<file path="src/logic/aws_pkg.sv">
// constants, types and register map of the auto wake/sleep timing block
// assumes a single 200 MHz clock and a 32-bit apb master in front of it
//
// Operation
// - wake off time is twelve bits, two bytes
// - one off-time count lasts 312.5 microseconds
// - wake off time counts only in flexible mode
// - flexible period is off time plus measurement
// - sleep off time built alike, flexible only
// - inactivity count sets periods before entering sleep
// - inactivity count is twelve bits, two bytes
// - inactivity counter steps once per wake period
// - zero inactivity count disables auto switching
// - wake and sleep use separate setting sets
// - enabled events wake device, buffer flag excepted
// - enabled event in sleep wakes at once
// - at 3200 Hz a step is 0.3125 ms
// - only motion-change and orientation events count
// - buffer flag restarts timer only when option set
package aws_pkg;
  // ****************************************************************
  // timing
  // ****************************************************************
  localparam int CLK_PERIOD_PS = 5000; // 200 MHz
  localparam int STEP_TIME_PS = 312500000; // 312.5 us off-time step
  // least time rounds up to whole cycles
  localparam int STEP_CYCLES = (STEP_TIME_PS + CLK_PERIOD_PS - 1) / CLK_PERIOD_PS;
  localparam int STEP_W = 17; // holds STEP_CYCLES
  localparam int CNT_W = 12; // off time and inactivity widths
  localparam int PER_W = 14; // sample period in steps
  localparam int RATE_W = 4;
  localparam int DEC_W = 3;
  localparam int PM_W = 2;
  localparam logic [RATE_W-1:0] RATE_SLOWEST = 4'hc; // 4096 steps
  localparam int PM_FLEX_BIT = 1; // pattern 1x selects flexible mode

  // ****************************************************************
  // register indices, byte address is four times the index
  // ****************************************************************
  localparam logic [5:0] IDX_WAKE_OFF_LO = 6'h1a;
  localparam logic [5:0] IDX_WAKE_OFF_HI = 6'h1b;
  localparam logic [5:0] IDX_SLEEP_OFF_LO = 6'h1c;
  localparam logic [5:0] IDX_SLEEP_OFF_HI = 6'h1d;
  localparam logic [5:0] IDX_INACT_LO = 6'h1e;
  localparam logic [5:0] IDX_INACT_HI = 6'h1f;
  localparam logic [5:0] IDX_POWER_MODE = 6'h30;
  localparam logic [5:0] IDX_RATE = 6'h31;
  localparam logic [5:0] IDX_DECIMATION = 6'h32;
  localparam logic [5:0] IDX_EVENT_SRC = 6'h33;
  localparam logic [5:0] IDX_BUF_CFG = 6'h34;
  localparam logic [5:0] IDX_STATUS = 6'h35;
  localparam logic [5:0] IDX_IRQ_STATUS = 6'h36;
  localparam logic [5:0] IDX_IRQ_MASK = 6'h37;
  localparam logic [7:0] BYTE_RESET = 8'h00;

  // event_source_config bits
  localparam int EV_OUTSIDE = 0;
  localparam int EV_WITHIN = 1;
  localparam int EV_ORIENT = 2;
  localparam int EV_BUFFER = 3;
  localparam int EV_W = 4;
  // status bits
  localparam int STAT_SLEEP = 12;
  // interrupt bits
  localparam int IRQ_SLEEP = 0;
  localparam int IRQ_WAKE = 1;
  localparam int IRQ_W = 2;

  typedef enum logic {ST_WAKE, ST_SLEEP} pstate_t;
endpackage : aws_pkg

</file>
<file path="src/logic/auto_wake_sleep_timing.sv">
// auto wake/sleep timing: apb registers, sample period, inactivity timer
// assumes event flags are synchronous levels and buffer_flag_cleared a pulse
`timescale 1ns/1ps
module auto_wake_sleep_timing
  import aws_pkg::*;
#(
  parameter int STEP_CYC = STEP_CYCLES // shorten in simulation
) (
  input wire logic clk,
  input wire logic sys_rst,
  input wire logic psel,
  input wire logic penable,
  input wire logic pwrite,
  input wire logic [7:0] paddr,
  input wire logic [31:0] pwdata,
  output logic [31:0] prdata,
  output logic pready,
  output logic pslverr,
  input wire logic change_outside_flag,
  input wire logic change_within_flag,
  input wire logic orientation_flag,
  input wire logic buffer_flag_cleared,
  output logic sleep_state,
  output logic sample_tick,
  output logic irq
);
  // ****************************************************************
  // register storage
  // ****************************************************************
  logic [7:0] wake_off_lo_ff; // wake off time bits 7:0
  logic [3:0] wake_off_hi_ff; // wake off time bits 11:8
  logic [7:0] sleep_off_lo_ff;
  logic [3:0] sleep_off_hi_ff;
  logic [7:0] inact_lo_ff; // inactivity count bits 7:0
  logic [3:0] inact_hi_ff; // inactivity count bits 11:8
  logic [PM_W-1:0] wake_power_select_ff;
  logic [PM_W-1:0] sleep_power_select_ff;
  logic [RATE_W-1:0] wake_rate_select_ff;
  logic [RATE_W-1:0] sleep_rate_select_ff;
  logic [DEC_W-1:0] wake_decimation_ff;
  logic [DEC_W-1:0] sleep_decimation_ff;
  logic [EV_W-1:0] event_src_ff; // event enables
  logic buffer_keeps_awake_ff;
  logic [IRQ_W-1:0] irq_status_ff;
  logic [IRQ_W-1:0] irq_mask_ff;
  pstate_t state_ff;

  // ****************************************************************
  // derived values
  // ****************************************************************
  logic [CNT_W-1:0] wake_offtime;
  logic [CNT_W-1:0] sleep_offtime;
  logic [CNT_W-1:0] inactivity_count;
  logic access; // apb access phase, first cycle
  logic wr_en;
  logic rd_en;
  logic [5:0] idx;
  logic mapped;
  logic [31:0] rd_mux;
  logic motion_event; // enabled wake-capable event
  logic buffer_event; // qualifying buffer flag clear
  logic activity; // restarts the inactivity timer
  logic feature_on;
  logic step_tick;
  logic period_tick;
  logic expire;
  logic [PER_W-1:0] period;
  logic [CNT_W-1:0] inact_value;
  logic [PM_W-1:0] cur_pm;
  logic [RATE_W-1:0] cur_rate;
  logic [DEC_W-1:0] cur_dec;
  logic [CNT_W-1:0] cur_off;
  logic go_sleep;
  logic go_wake;
  logic [IRQ_W-1:0] irq_set;

  assign wake_offtime = {wake_off_hi_ff, wake_off_lo_ff};
  assign sleep_offtime = {sleep_off_hi_ff, sleep_off_lo_ff};
  assign inactivity_count = {inact_hi_ff, inact_lo_ff};
  assign feature_on = (inactivity_count != '0);
  assign idx = paddr[7:2];
  assign access = psel && penable && !pready;
  assign wr_en = psel && penable && pready && pwrite && mapped; // lands as pready is sampled
  assign rd_en = access && !pwrite;

  // ****************************************************************
  // event qualification
  // ****************************************************************
  // only motion change and orientation wake; other sources have no input
  assign motion_event = (change_outside_flag && event_src_ff[EV_OUTSIDE])
    || (change_within_flag && event_src_ff[EV_WITHIN])
    || (orientation_flag && event_src_ff[EV_ORIENT]);
  // buffer clears only hold off sleep, never wake
  assign buffer_event = buffer_flag_cleared && buffer_keeps_awake_ff
    && event_src_ff[EV_BUFFER];
  assign activity = motion_event || buffer_event;
  assign go_sleep = (state_ff == ST_WAKE) && feature_on && expire && !motion_event;
  assign go_wake = (state_ff == ST_SLEEP) && (motion_event || !feature_on);

  // ****************************************************************
  // settings of the current state
  // ****************************************************************
  always_comb begin
    if (state_ff == ST_SLEEP) begin
      cur_pm = sleep_power_select_ff;
      cur_rate = sleep_rate_select_ff;
      cur_dec = sleep_decimation_ff;
      cur_off = sleep_offtime;
    end else begin
      cur_pm = wake_power_select_ff;
      cur_rate = wake_rate_select_ff;
      cur_dec = wake_decimation_ff;
      cur_off = wake_offtime;
    end
  end

  // ****************************************************************
  // timers
  // ****************************************************************
  // base step of 312.5 us, 62500 cycles at 200 MHz
  tick_counter #(.W(STEP_W)) u_step (
    .clk(clk),
    .sys_rst(sys_rst),
    .restart(1'b0),
    .advance(1'b1),
    .limit(STEP_W'(STEP_CYC)),
    .count_ff(),
    .tick_ff(step_tick)
  );

  period_select u_period (
    .clk(clk),
    .sys_rst(sys_rst),
    .power_select(cur_pm),
    .rate_select(cur_rate),
    .decimation(cur_dec),
    .offtime(cur_off),
    .period_ff(period)
  );

  // sample period restarts with each change of power state
  tick_counter #(.W(PER_W)) u_sample (
    .clk(clk),
    .sys_rst(sys_rst),
    .restart(go_sleep || go_wake),
    .advance(step_tick),
    .limit(period),
    .count_ff(),
    .tick_ff(period_tick)
  );

  // inactivity timer counts wake periods only
  tick_counter #(.W(CNT_W)) u_inact (
    .clk(clk),
    .sys_rst(sys_rst),
    .restart(activity || (state_ff == ST_SLEEP) || !feature_on),
    .advance(period_tick && (state_ff == ST_WAKE)),
    .limit(inactivity_count),
    .count_ff(inact_value),
    .tick_ff(expire)
  );

  // ****************************************************************
  // power state
  // ****************************************************************
  always_ff @(posedge clk or posedge sys_rst) begin
    if (sys_rst) begin
      state_ff <= ST_WAKE;
    end else begin
      case (state_ff)
        ST_WAKE: begin
          if (go_sleep) begin
            state_ff <= ST_SLEEP;
          end
        end
        ST_SLEEP: begin
          if (go_wake) begin
            state_ff <= ST_WAKE;
          end
        end
        default: begin
          state_ff <= ST_WAKE;
        end
      endcase
    end
  end

  // ****************************************************************
  // register writes
  // ****************************************************************
  // high bytes keep only the low nibble, so upper bits stay zero
  always_ff @(posedge clk or posedge sys_rst) begin
    if (sys_rst) begin
      wake_off_lo_ff <= BYTE_RESET;
      wake_off_hi_ff <= BYTE_RESET[3:0];
      sleep_off_lo_ff <= BYTE_RESET;
      sleep_off_hi_ff <= BYTE_RESET[3:0];
      inact_lo_ff <= BYTE_RESET;
      inact_hi_ff <= BYTE_RESET[3:0];
      wake_power_select_ff <= '0;
      sleep_power_select_ff <= '0;
      wake_rate_select_ff <= '0;
      sleep_rate_select_ff <= '0;
      wake_decimation_ff <= '0;
      sleep_decimation_ff <= '0;
      event_src_ff <= '0;
      buffer_keeps_awake_ff <= 1'b0;
      irq_mask_ff <= '0;
    end else if (wr_en) begin
      case (idx)
        IDX_WAKE_OFF_LO: wake_off_lo_ff <= pwdata[7:0];
        IDX_WAKE_OFF_HI: wake_off_hi_ff <= pwdata[3:0];
        IDX_SLEEP_OFF_LO: sleep_off_lo_ff <= pwdata[7:0];
        IDX_SLEEP_OFF_HI: sleep_off_hi_ff <= pwdata[3:0];
        IDX_INACT_LO: inact_lo_ff <= pwdata[7:0];
        IDX_INACT_HI: inact_hi_ff <= pwdata[3:0];
        IDX_POWER_MODE: begin
          wake_power_select_ff <= pwdata[1:0];
          sleep_power_select_ff <= pwdata[3:2];
        end
        IDX_RATE: begin
          wake_rate_select_ff <= pwdata[3:0];
          sleep_rate_select_ff <= pwdata[7:4];
        end
        IDX_DECIMATION: begin
          wake_decimation_ff <= pwdata[2:0];
          sleep_decimation_ff <= pwdata[6:4];
        end
        IDX_EVENT_SRC: event_src_ff <= pwdata[EV_W-1:0];
        IDX_BUF_CFG: buffer_keeps_awake_ff <= pwdata[0];
        IDX_IRQ_MASK: irq_mask_ff <= pwdata[IRQ_W-1:0];
        default: begin
        end
      endcase
    end
  end

  // ****************************************************************
  // interrupt status, write one to clear, a new event wins
  // ****************************************************************
  assign irq_set = {go_wake, go_sleep};

  always_ff @(posedge clk or posedge sys_rst) begin
    if (sys_rst) begin
      irq_status_ff <= '0;
    end else if (wr_en && (idx == IDX_IRQ_STATUS)) begin
      irq_status_ff <= (irq_status_ff & ~pwdata[IRQ_W-1:0]) | irq_set;
    end else begin
      irq_status_ff <= irq_status_ff | irq_set;
    end
  end

  // one-cycle lag keeps irq straight from a flip-flop
  always_ff @(posedge clk or posedge sys_rst) begin
    if (sys_rst) begin
      irq <= 1'b0;
    end else begin
      irq <= |(irq_status_ff & irq_mask_ff);
    end
  end

  // ****************************************************************
  // read mux and apb answer
  // ****************************************************************
  always_comb begin
    rd_mux = '0;
    mapped = 1'b1;
    case (idx)
      IDX_WAKE_OFF_LO: rd_mux[7:0] = wake_off_lo_ff;
      IDX_WAKE_OFF_HI: rd_mux[3:0] = wake_off_hi_ff;
      IDX_SLEEP_OFF_LO: rd_mux[7:0] = sleep_off_lo_ff;
      IDX_SLEEP_OFF_HI: rd_mux[3:0] = sleep_off_hi_ff;
      IDX_INACT_LO: rd_mux[7:0] = inact_lo_ff;
      IDX_INACT_HI: rd_mux[3:0] = inact_hi_ff;
      IDX_POWER_MODE: rd_mux[3:0] = {sleep_power_select_ff, wake_power_select_ff};
      IDX_RATE: rd_mux[7:0] = {sleep_rate_select_ff, wake_rate_select_ff};
      IDX_DECIMATION: rd_mux[6:0] = {sleep_decimation_ff, 1'b0, wake_decimation_ff};
      IDX_EVENT_SRC: rd_mux[EV_W-1:0] = event_src_ff;
      IDX_BUF_CFG: rd_mux[0] = buffer_keeps_awake_ff;
      IDX_STATUS: begin
        rd_mux[CNT_W-1:0] = inact_value; // running inactivity count
        rd_mux[STAT_SLEEP] = (state_ff == ST_SLEEP);
      end
      IDX_IRQ_STATUS: rd_mux[IRQ_W-1:0] = irq_status_ff;
      IDX_IRQ_MASK: rd_mux[IRQ_W-1:0] = irq_mask_ff;
      default: mapped = 1'b0;
    endcase
    if (paddr[1:0] != 2'b00) begin
      mapped = 1'b0; // misaligned address is refused
      rd_mux = '0;
    end
  end

  // one wait state: pready rises in the second access cycle
  always_ff @(posedge clk or posedge sys_rst) begin
    if (sys_rst) begin
      pready <= 1'b0;
      pslverr <= 1'b0;
      prdata <= '0;
    end else begin
      pready <= access;
      pslverr <= access && !mapped;
      prdata <= (rd_en && mapped) ? rd_mux : '0;
    end
  end

  // state and tick outputs straight from flip-flops
  always_ff @(posedge clk or posedge sys_rst) begin
    if (sys_rst) begin
      sleep_state <= 1'b0;
      sample_tick <= 1'b0;
    end else begin
      sleep_state <= go_sleep || ((state_ff == ST_SLEEP) && !go_wake);
      sample_tick <= period_tick;
    end
  end
endmodule : auto_wake_sleep_timing

</file>
<file path="src/logic/tick_counter.sv">
// wrap counter that pulses once every limit advances
// assumes limit of zero means stopped
`timescale 1ns/1ps
module tick_counter
  import aws_pkg::*;
#(
  parameter int W = 8
) (
  input wire logic clk,
  input wire logic sys_rst,
  input wire logic restart,
  input wire logic advance,
  input wire logic [W-1:0] limit,
  output logic [W-1:0] count_ff,
  output logic tick_ff
);
  // ****************************************************************
  // count and pulse
  // ****************************************************************
  // >= catches a limit lowered below the running count
  always_ff @(posedge clk or posedge sys_rst) begin
    if (sys_rst) begin
      count_ff <= '0;
      tick_ff <= 1'b0;
    end else if (restart) begin
      count_ff <= '0;
      tick_ff <= 1'b0;
    end else if (advance && (limit != '0) && (count_ff >= limit - 1'b1)) begin
      count_ff <= '0;
      tick_ff <= 1'b1;
    end else begin
      count_ff <= count_ff + W'(advance && (limit != '0));
      tick_ff <= 1'b0;
    end
  end
endmodule : tick_counter

</file>
<file path="src/logic/period_select.sv">
// turns one power state's settings into a sample period in off-time steps
// assumes the settings given are those of the current state
`timescale 1ns/1ps
module period_select
  import aws_pkg::*;
(
  input wire logic clk,
  input wire logic sys_rst,
  input wire logic [PM_W-1:0] power_select,
  input wire logic [RATE_W-1:0] rate_select,
  input wire logic [DEC_W-1:0] decimation,
  input wire logic [CNT_W-1:0] offtime,
  output logic [PER_W-1:0] period_ff
);
  logic [RATE_W-1:0] rate_lim; // clamped rate code

  assign rate_lim = (rate_select > RATE_SLOWEST) ? RATE_SLOWEST : rate_select;

  // ****************************************************************
  // period register
  // ****************************************************************
  always_ff @(posedge clk or posedge sys_rst) begin
    if (sys_rst) begin
      period_ff <= '0;
    end else if (power_select[PM_FLEX_BIT]) begin
      // off time plus measurement time of the decimation
      period_ff <= PER_W'(offtime) + (PER_W'(1) << decimation);
    end else begin
      // fixed rate, off time ignored; rate code 0 is one step
      period_ff <= PER_W'(1) << rate_lim;
    end
  end
endmodule : period_select

</file>
<file path="config.mk">
export PLATFORM = sky130hd
export DESIGN_NAME = auto_wake_sleep_timing
export DESIGN_NICKNAME = d
export VERILOG_FILES = /design/src/logic/aws_pkg.sv /design/src/logic/auto_wake_sleep_timing.sv /design/src/logic/tick_counter.sv /design/src/logic/period_select.sv
export SDC_FILE = /design/constraint.sdc
export NUM_CORES = 1
export LEC_CHECK = 0
export ABC_AREA = 1
export BUFFER_PORTS_ARGS = -buffer_cell sky130_fd_sc_hd__clkbuf_2
export CORE_UTILIZATION = 40
export DETAILED_ROUTE_END_ITERATION = 8
export HOLD_SLACK_MARGIN = 0.06
export PLACE_DENSITY = 0.57
export SYNTH_ARGS = -nofsm -noshare
export SYNTH_HDL_FRONTEND = slang
export SYNTH_SLANG_ARGS = --single-unit
export TNS_END_PERCENT = 50
</file>
<file path="constraint.sdc">
create_clock -name clk -period 6.28 [get_ports clk]
set_input_delay 0.628 -clock clk [delete_from_list [all_inputs] [get_ports clk]]
set_output_delay 0.628 -clock clk [all_outputs]
set_load 0.05 [all_outputs]
</file>
==> results.json <==
{
  "grt_pass1_vias": 6955,
  "yosysWarnings": 0,
  "fillCellCount": 2252,
  "hold_viol": 0,
  "drtIter0Drc": 411,
  "met3_usage": 0.0322,
  "cts-resized-gates": 0,
  "globalplace.congestion": 0.859,
  "cts.hold.buffers_added": 0,
  "switching_share": 0.251,
  "numClockSinks": 142,
  "rsz0062_at_grt": "no",
  "crit_path_start": "state_ff",
  "pwr-share-comb": 0.089,
  "p_int_w": 0.00169,
  "skew_ns": 0.0138,
  "powerDensity_nw_per_um2": 228,
  "io_buffers": 42,
  "r2r_cells": 15,
  "vias_per_cell": 4.89,
  "ant_nets": 0,
  "vias": 7613,
  "max_clock_freq_mhz": 335,
  "tns_ns": 0,
  "cts_root_buf": "clkbuf_16",
  "cap_violations": 0,
  "grt_pass1_wl_mm": 35.8,
  "cp.arrival_ns": 3.29,
  "ys_ff_latch": 142,
  "leakagePower_nw": 5.06,
  "met1_usage": 0.275,
  "synth_cell_types": 40,
  "ir_drop_uv": 140,
  "die_h_um": 151,
  "htree_levels": 4,
  "setup_violations": 0,
  "nets": 1357,
  "rr_startpoint": "state_ff",
  "cts_buffers": 17,
  "syn_inst": 1222,
  "grt_usage": 0.205,
  "drt_first_pass_iters": 5,
  "pre_cts_ws_ns": 3.32,
  "antenna_found_initial": 0,
  "tightest_slew_ns": 1.18,
  "seq_power_share": 0.432,
  "synthFlopType": "dfrtp_1",
  "clockBufferDepth": 2,
  "core_area_sq_um": 21800,
  "async_reset_ff_frac": 1.00,
  "grt_max_degree": 73,
  "rows": 54,
  "io_pins": 86,
  "grt_util_met2": 0.343,
  "dp_hpwl_mm": 16.3,
  "r2r_setup_slack_ns": 3.29,
  "switchingPower_w": 0.000566,
  "top_usage_layer": "met2",
  "holdWs_ns": 0.305,
  "synth-edff-count": 0,
  "wl_per_cell_um": 14.1,
  "cts_tree": "yes",
  "cts.clk_slew.worst_paths_ns": 0.06,
  "finalMaxSlewViolations": 0,
  "reg2reg_to": "u_period.period_ff[10]",
  "critPathLaunchType": "flop",
  "die-width_um": 151,
  "grt-ovfl-total": 0,
  "crit_end": "u_period.period_ff[10]",
  "n_antenna_cell": 0,
  "p_clk_frac": 0.479,
  "relSlewSlack": 0.211,
  "worst_slack_ns": 3.29,
  "min_period_ns": 2.99,
  "dieArea_sq_um": 22800,
  "drc": 0,
  "synth-seq-area-share": 0.401,
  "utilization": 0.454,
  "hold_class": "in2async",
  "start_util": 0.407,
  "worstSetupPathType": "reg2reg",
  "path_max_fanout": 43,
  "end_kind": "flop",
  "syn2layout_area_growth_pct": 11.4,
  "drive_above_1_share": 0.0728,
  "synth.cell_area_sq_um": 8860,
  "worstPathRequired_ns": 6.58,
  "post_cts_buffers": 0,
  "clock_latency_ns": 0.43,
  "outcome": "finished clean",
  "syn_area_per_cell_sq_um": 7.25,
  "totalWireLength_mm": 22.0,
  "fin_crit_sh": 0.475
}
==> through the flow <==
step,area (sq um),power [W],instances
2_1_floorplan,8940,0.00115,1242
3_3_place_gp,9260,0.00119,1526
3_5_place_dp,9260,0.00119,1526
4_1_cts,9880,0.00228,1557
5_1_grt,9880,0.00235,1557
6_report,9880,0.00225,1557
==> flip-flops by register name, indices dropped and copies added, names as in the netlist, 4 cells and up <==
name and flops:
u_step.count_ff 17, wake_off_hi_ff 4, sleep_off_lo_ff 8, sleep_off_hi_ff 4
event_src_ff 4, u_inact.count_ff 12, wake_off_lo_ff 8, sleep_rate_select_ff 4
wake_rate_select_ff 4, u_sample.count_ff 14, inact_lo_ff 8, prdata 13
u_period.period_ff 14, inact_hi_ff 4
==> cells in the final DEF, fill, tap and decap left out, types with 2 or more instances in the layout <==
| cell | n |
|---|---|
| clkbuf_16 | 17 |
| and2_1 | 2 |
| nand2_1 | 356 |
| inv_1 | 148 |
| a21o_1 | 2 |
| nor3_1 | 40 |
| nor2_1 | 159 |
| clkinv_1 | 2 |
| dfrtp_1 | 142 |
| o31ai_1 | 3 |
| xnor2_1 | 12 |
| clkinv_2 | 4 |
| nand2_2 | 2 |
| inv_6 | 2 |
| a21boi_0 | 3 |
| buf_4 | 2 |
| a21oi_1 | 17 |
| xor2_1 | 40 |
| nand3_1 | 50 |
| ha_1 | 42 |
| nor2_2 | 4 |
| clkbuf_8 | 2 |
| nand3b_1 | 2 |
| conb_1 | 21 |
| clkbuf_2 | 42 |
| clkinvlp_4 | 2 |
| and3_1 | 2 |
| nand4_1 | 20 |
| or2_2 | 2 |
| o21bai_1 | 4 |
| o21ai_0 | 105 |
| nor2_4 | 4 |
| bufinv_16 | 4 |
| o22ai_1 | 7 |
==> how the worst min path moves through the flow <==
stage                                     to  slack, ns  depth (start not counted)
after detailed placement         sample_tick       0.42                          0
after global placement           sample_tick       0.43                          0
after floorplan                  sample_tick       0.35                          0
after CTS                 u_step.count_ff[3]       0.33                          2
final                     u_step.count_ff[2]       0.30                          2
after global routing      u_step.count_ff[2]       0.38                          2
==> critical path, stage by stage (launching register included) <==
cell and delay (ns):
dfrtp_1 0.36, buf_4 0.26, o21ai_0 0.51, inv_1 0.18, nor2_1 0.15, ha_1 0.18, inv_1 0.07, fa_1 0.39
inv_1 0.07, nand3_1 0.06, nand2_1 0.14, nand3_1 0.08, nand2_1 0.13, nand3_1 0.11, nand3_1 0.11, nand2_1 0.06
==> synth_stat cells (all sizes together) (3+ instances only) <==
cell / count / area share
nand3: 52 / 0.031
a21oi: 17 / 0.0096
o21bai: 4 / 0.0034
ha: 42 / 0.059
inv: 150 / 0.064
nor3: 40 / 0.023
o21ai: 107 / 0.061
clkbuf: 7 / 0.0030
nand4: 20 / 0.014
and2: 3 / 0.0023
o22ai: 7 / 0.0049
a21boi: 3 / 0.0025
o31ai: 3 / 0.0025
xor2: 40 / 0.040
dfrtp: 142 / 0.40
nor2: 168 / 0.077
nand2: 358 / 0.15
xnor2: 12 / 0.012
buf: 33 / 0.027
==> cell type report <==
class                   count  area, sq um  area share
clock buffers              20          457      0.0462
clock inverters            11          164      0.0166
inverters                 152          576      0.0583
multi-input cells         908         4550       0.461
flip-flops and latches    142         3550       0.360
well taps                 280          350      0.0355
repair buffers             44          225      0.0228
==> cells by family after synthesis <==
group,share of synthesized area
flip-flops,0.401
buffers and inverters,0.0943
XOR/XNOR,0.0514
AO/OA/AOI/OAI,0.0871
other,0.000423
AND/OR/NAND/NOR,0.304
adder cells (fa/ha/maj),0.0615
==> metal layers <==
layer | routed length, um | up-vias
met5 | 0 | -
li1 | - | 3911
met4 | 274 | 0
met2 | 10500 | 156
met1 | 10500 | 3528
met3 | 767 | 18
==> power by group through the flow <==
stage                     Combinational [W]  Clock [W]  Sequential [W]
after global placement             0.000200          0        0.000988
after detailed placement           0.000203          0        0.000989
after CTS                          0.000205    0.00110        0.000973
final                              0.000201    0.00108        0.000973
after global routing               0.000235    0.00114        0.000978
after floorplan                    0.000164          0        0.000983
Power figures use the tool's default switching activity.
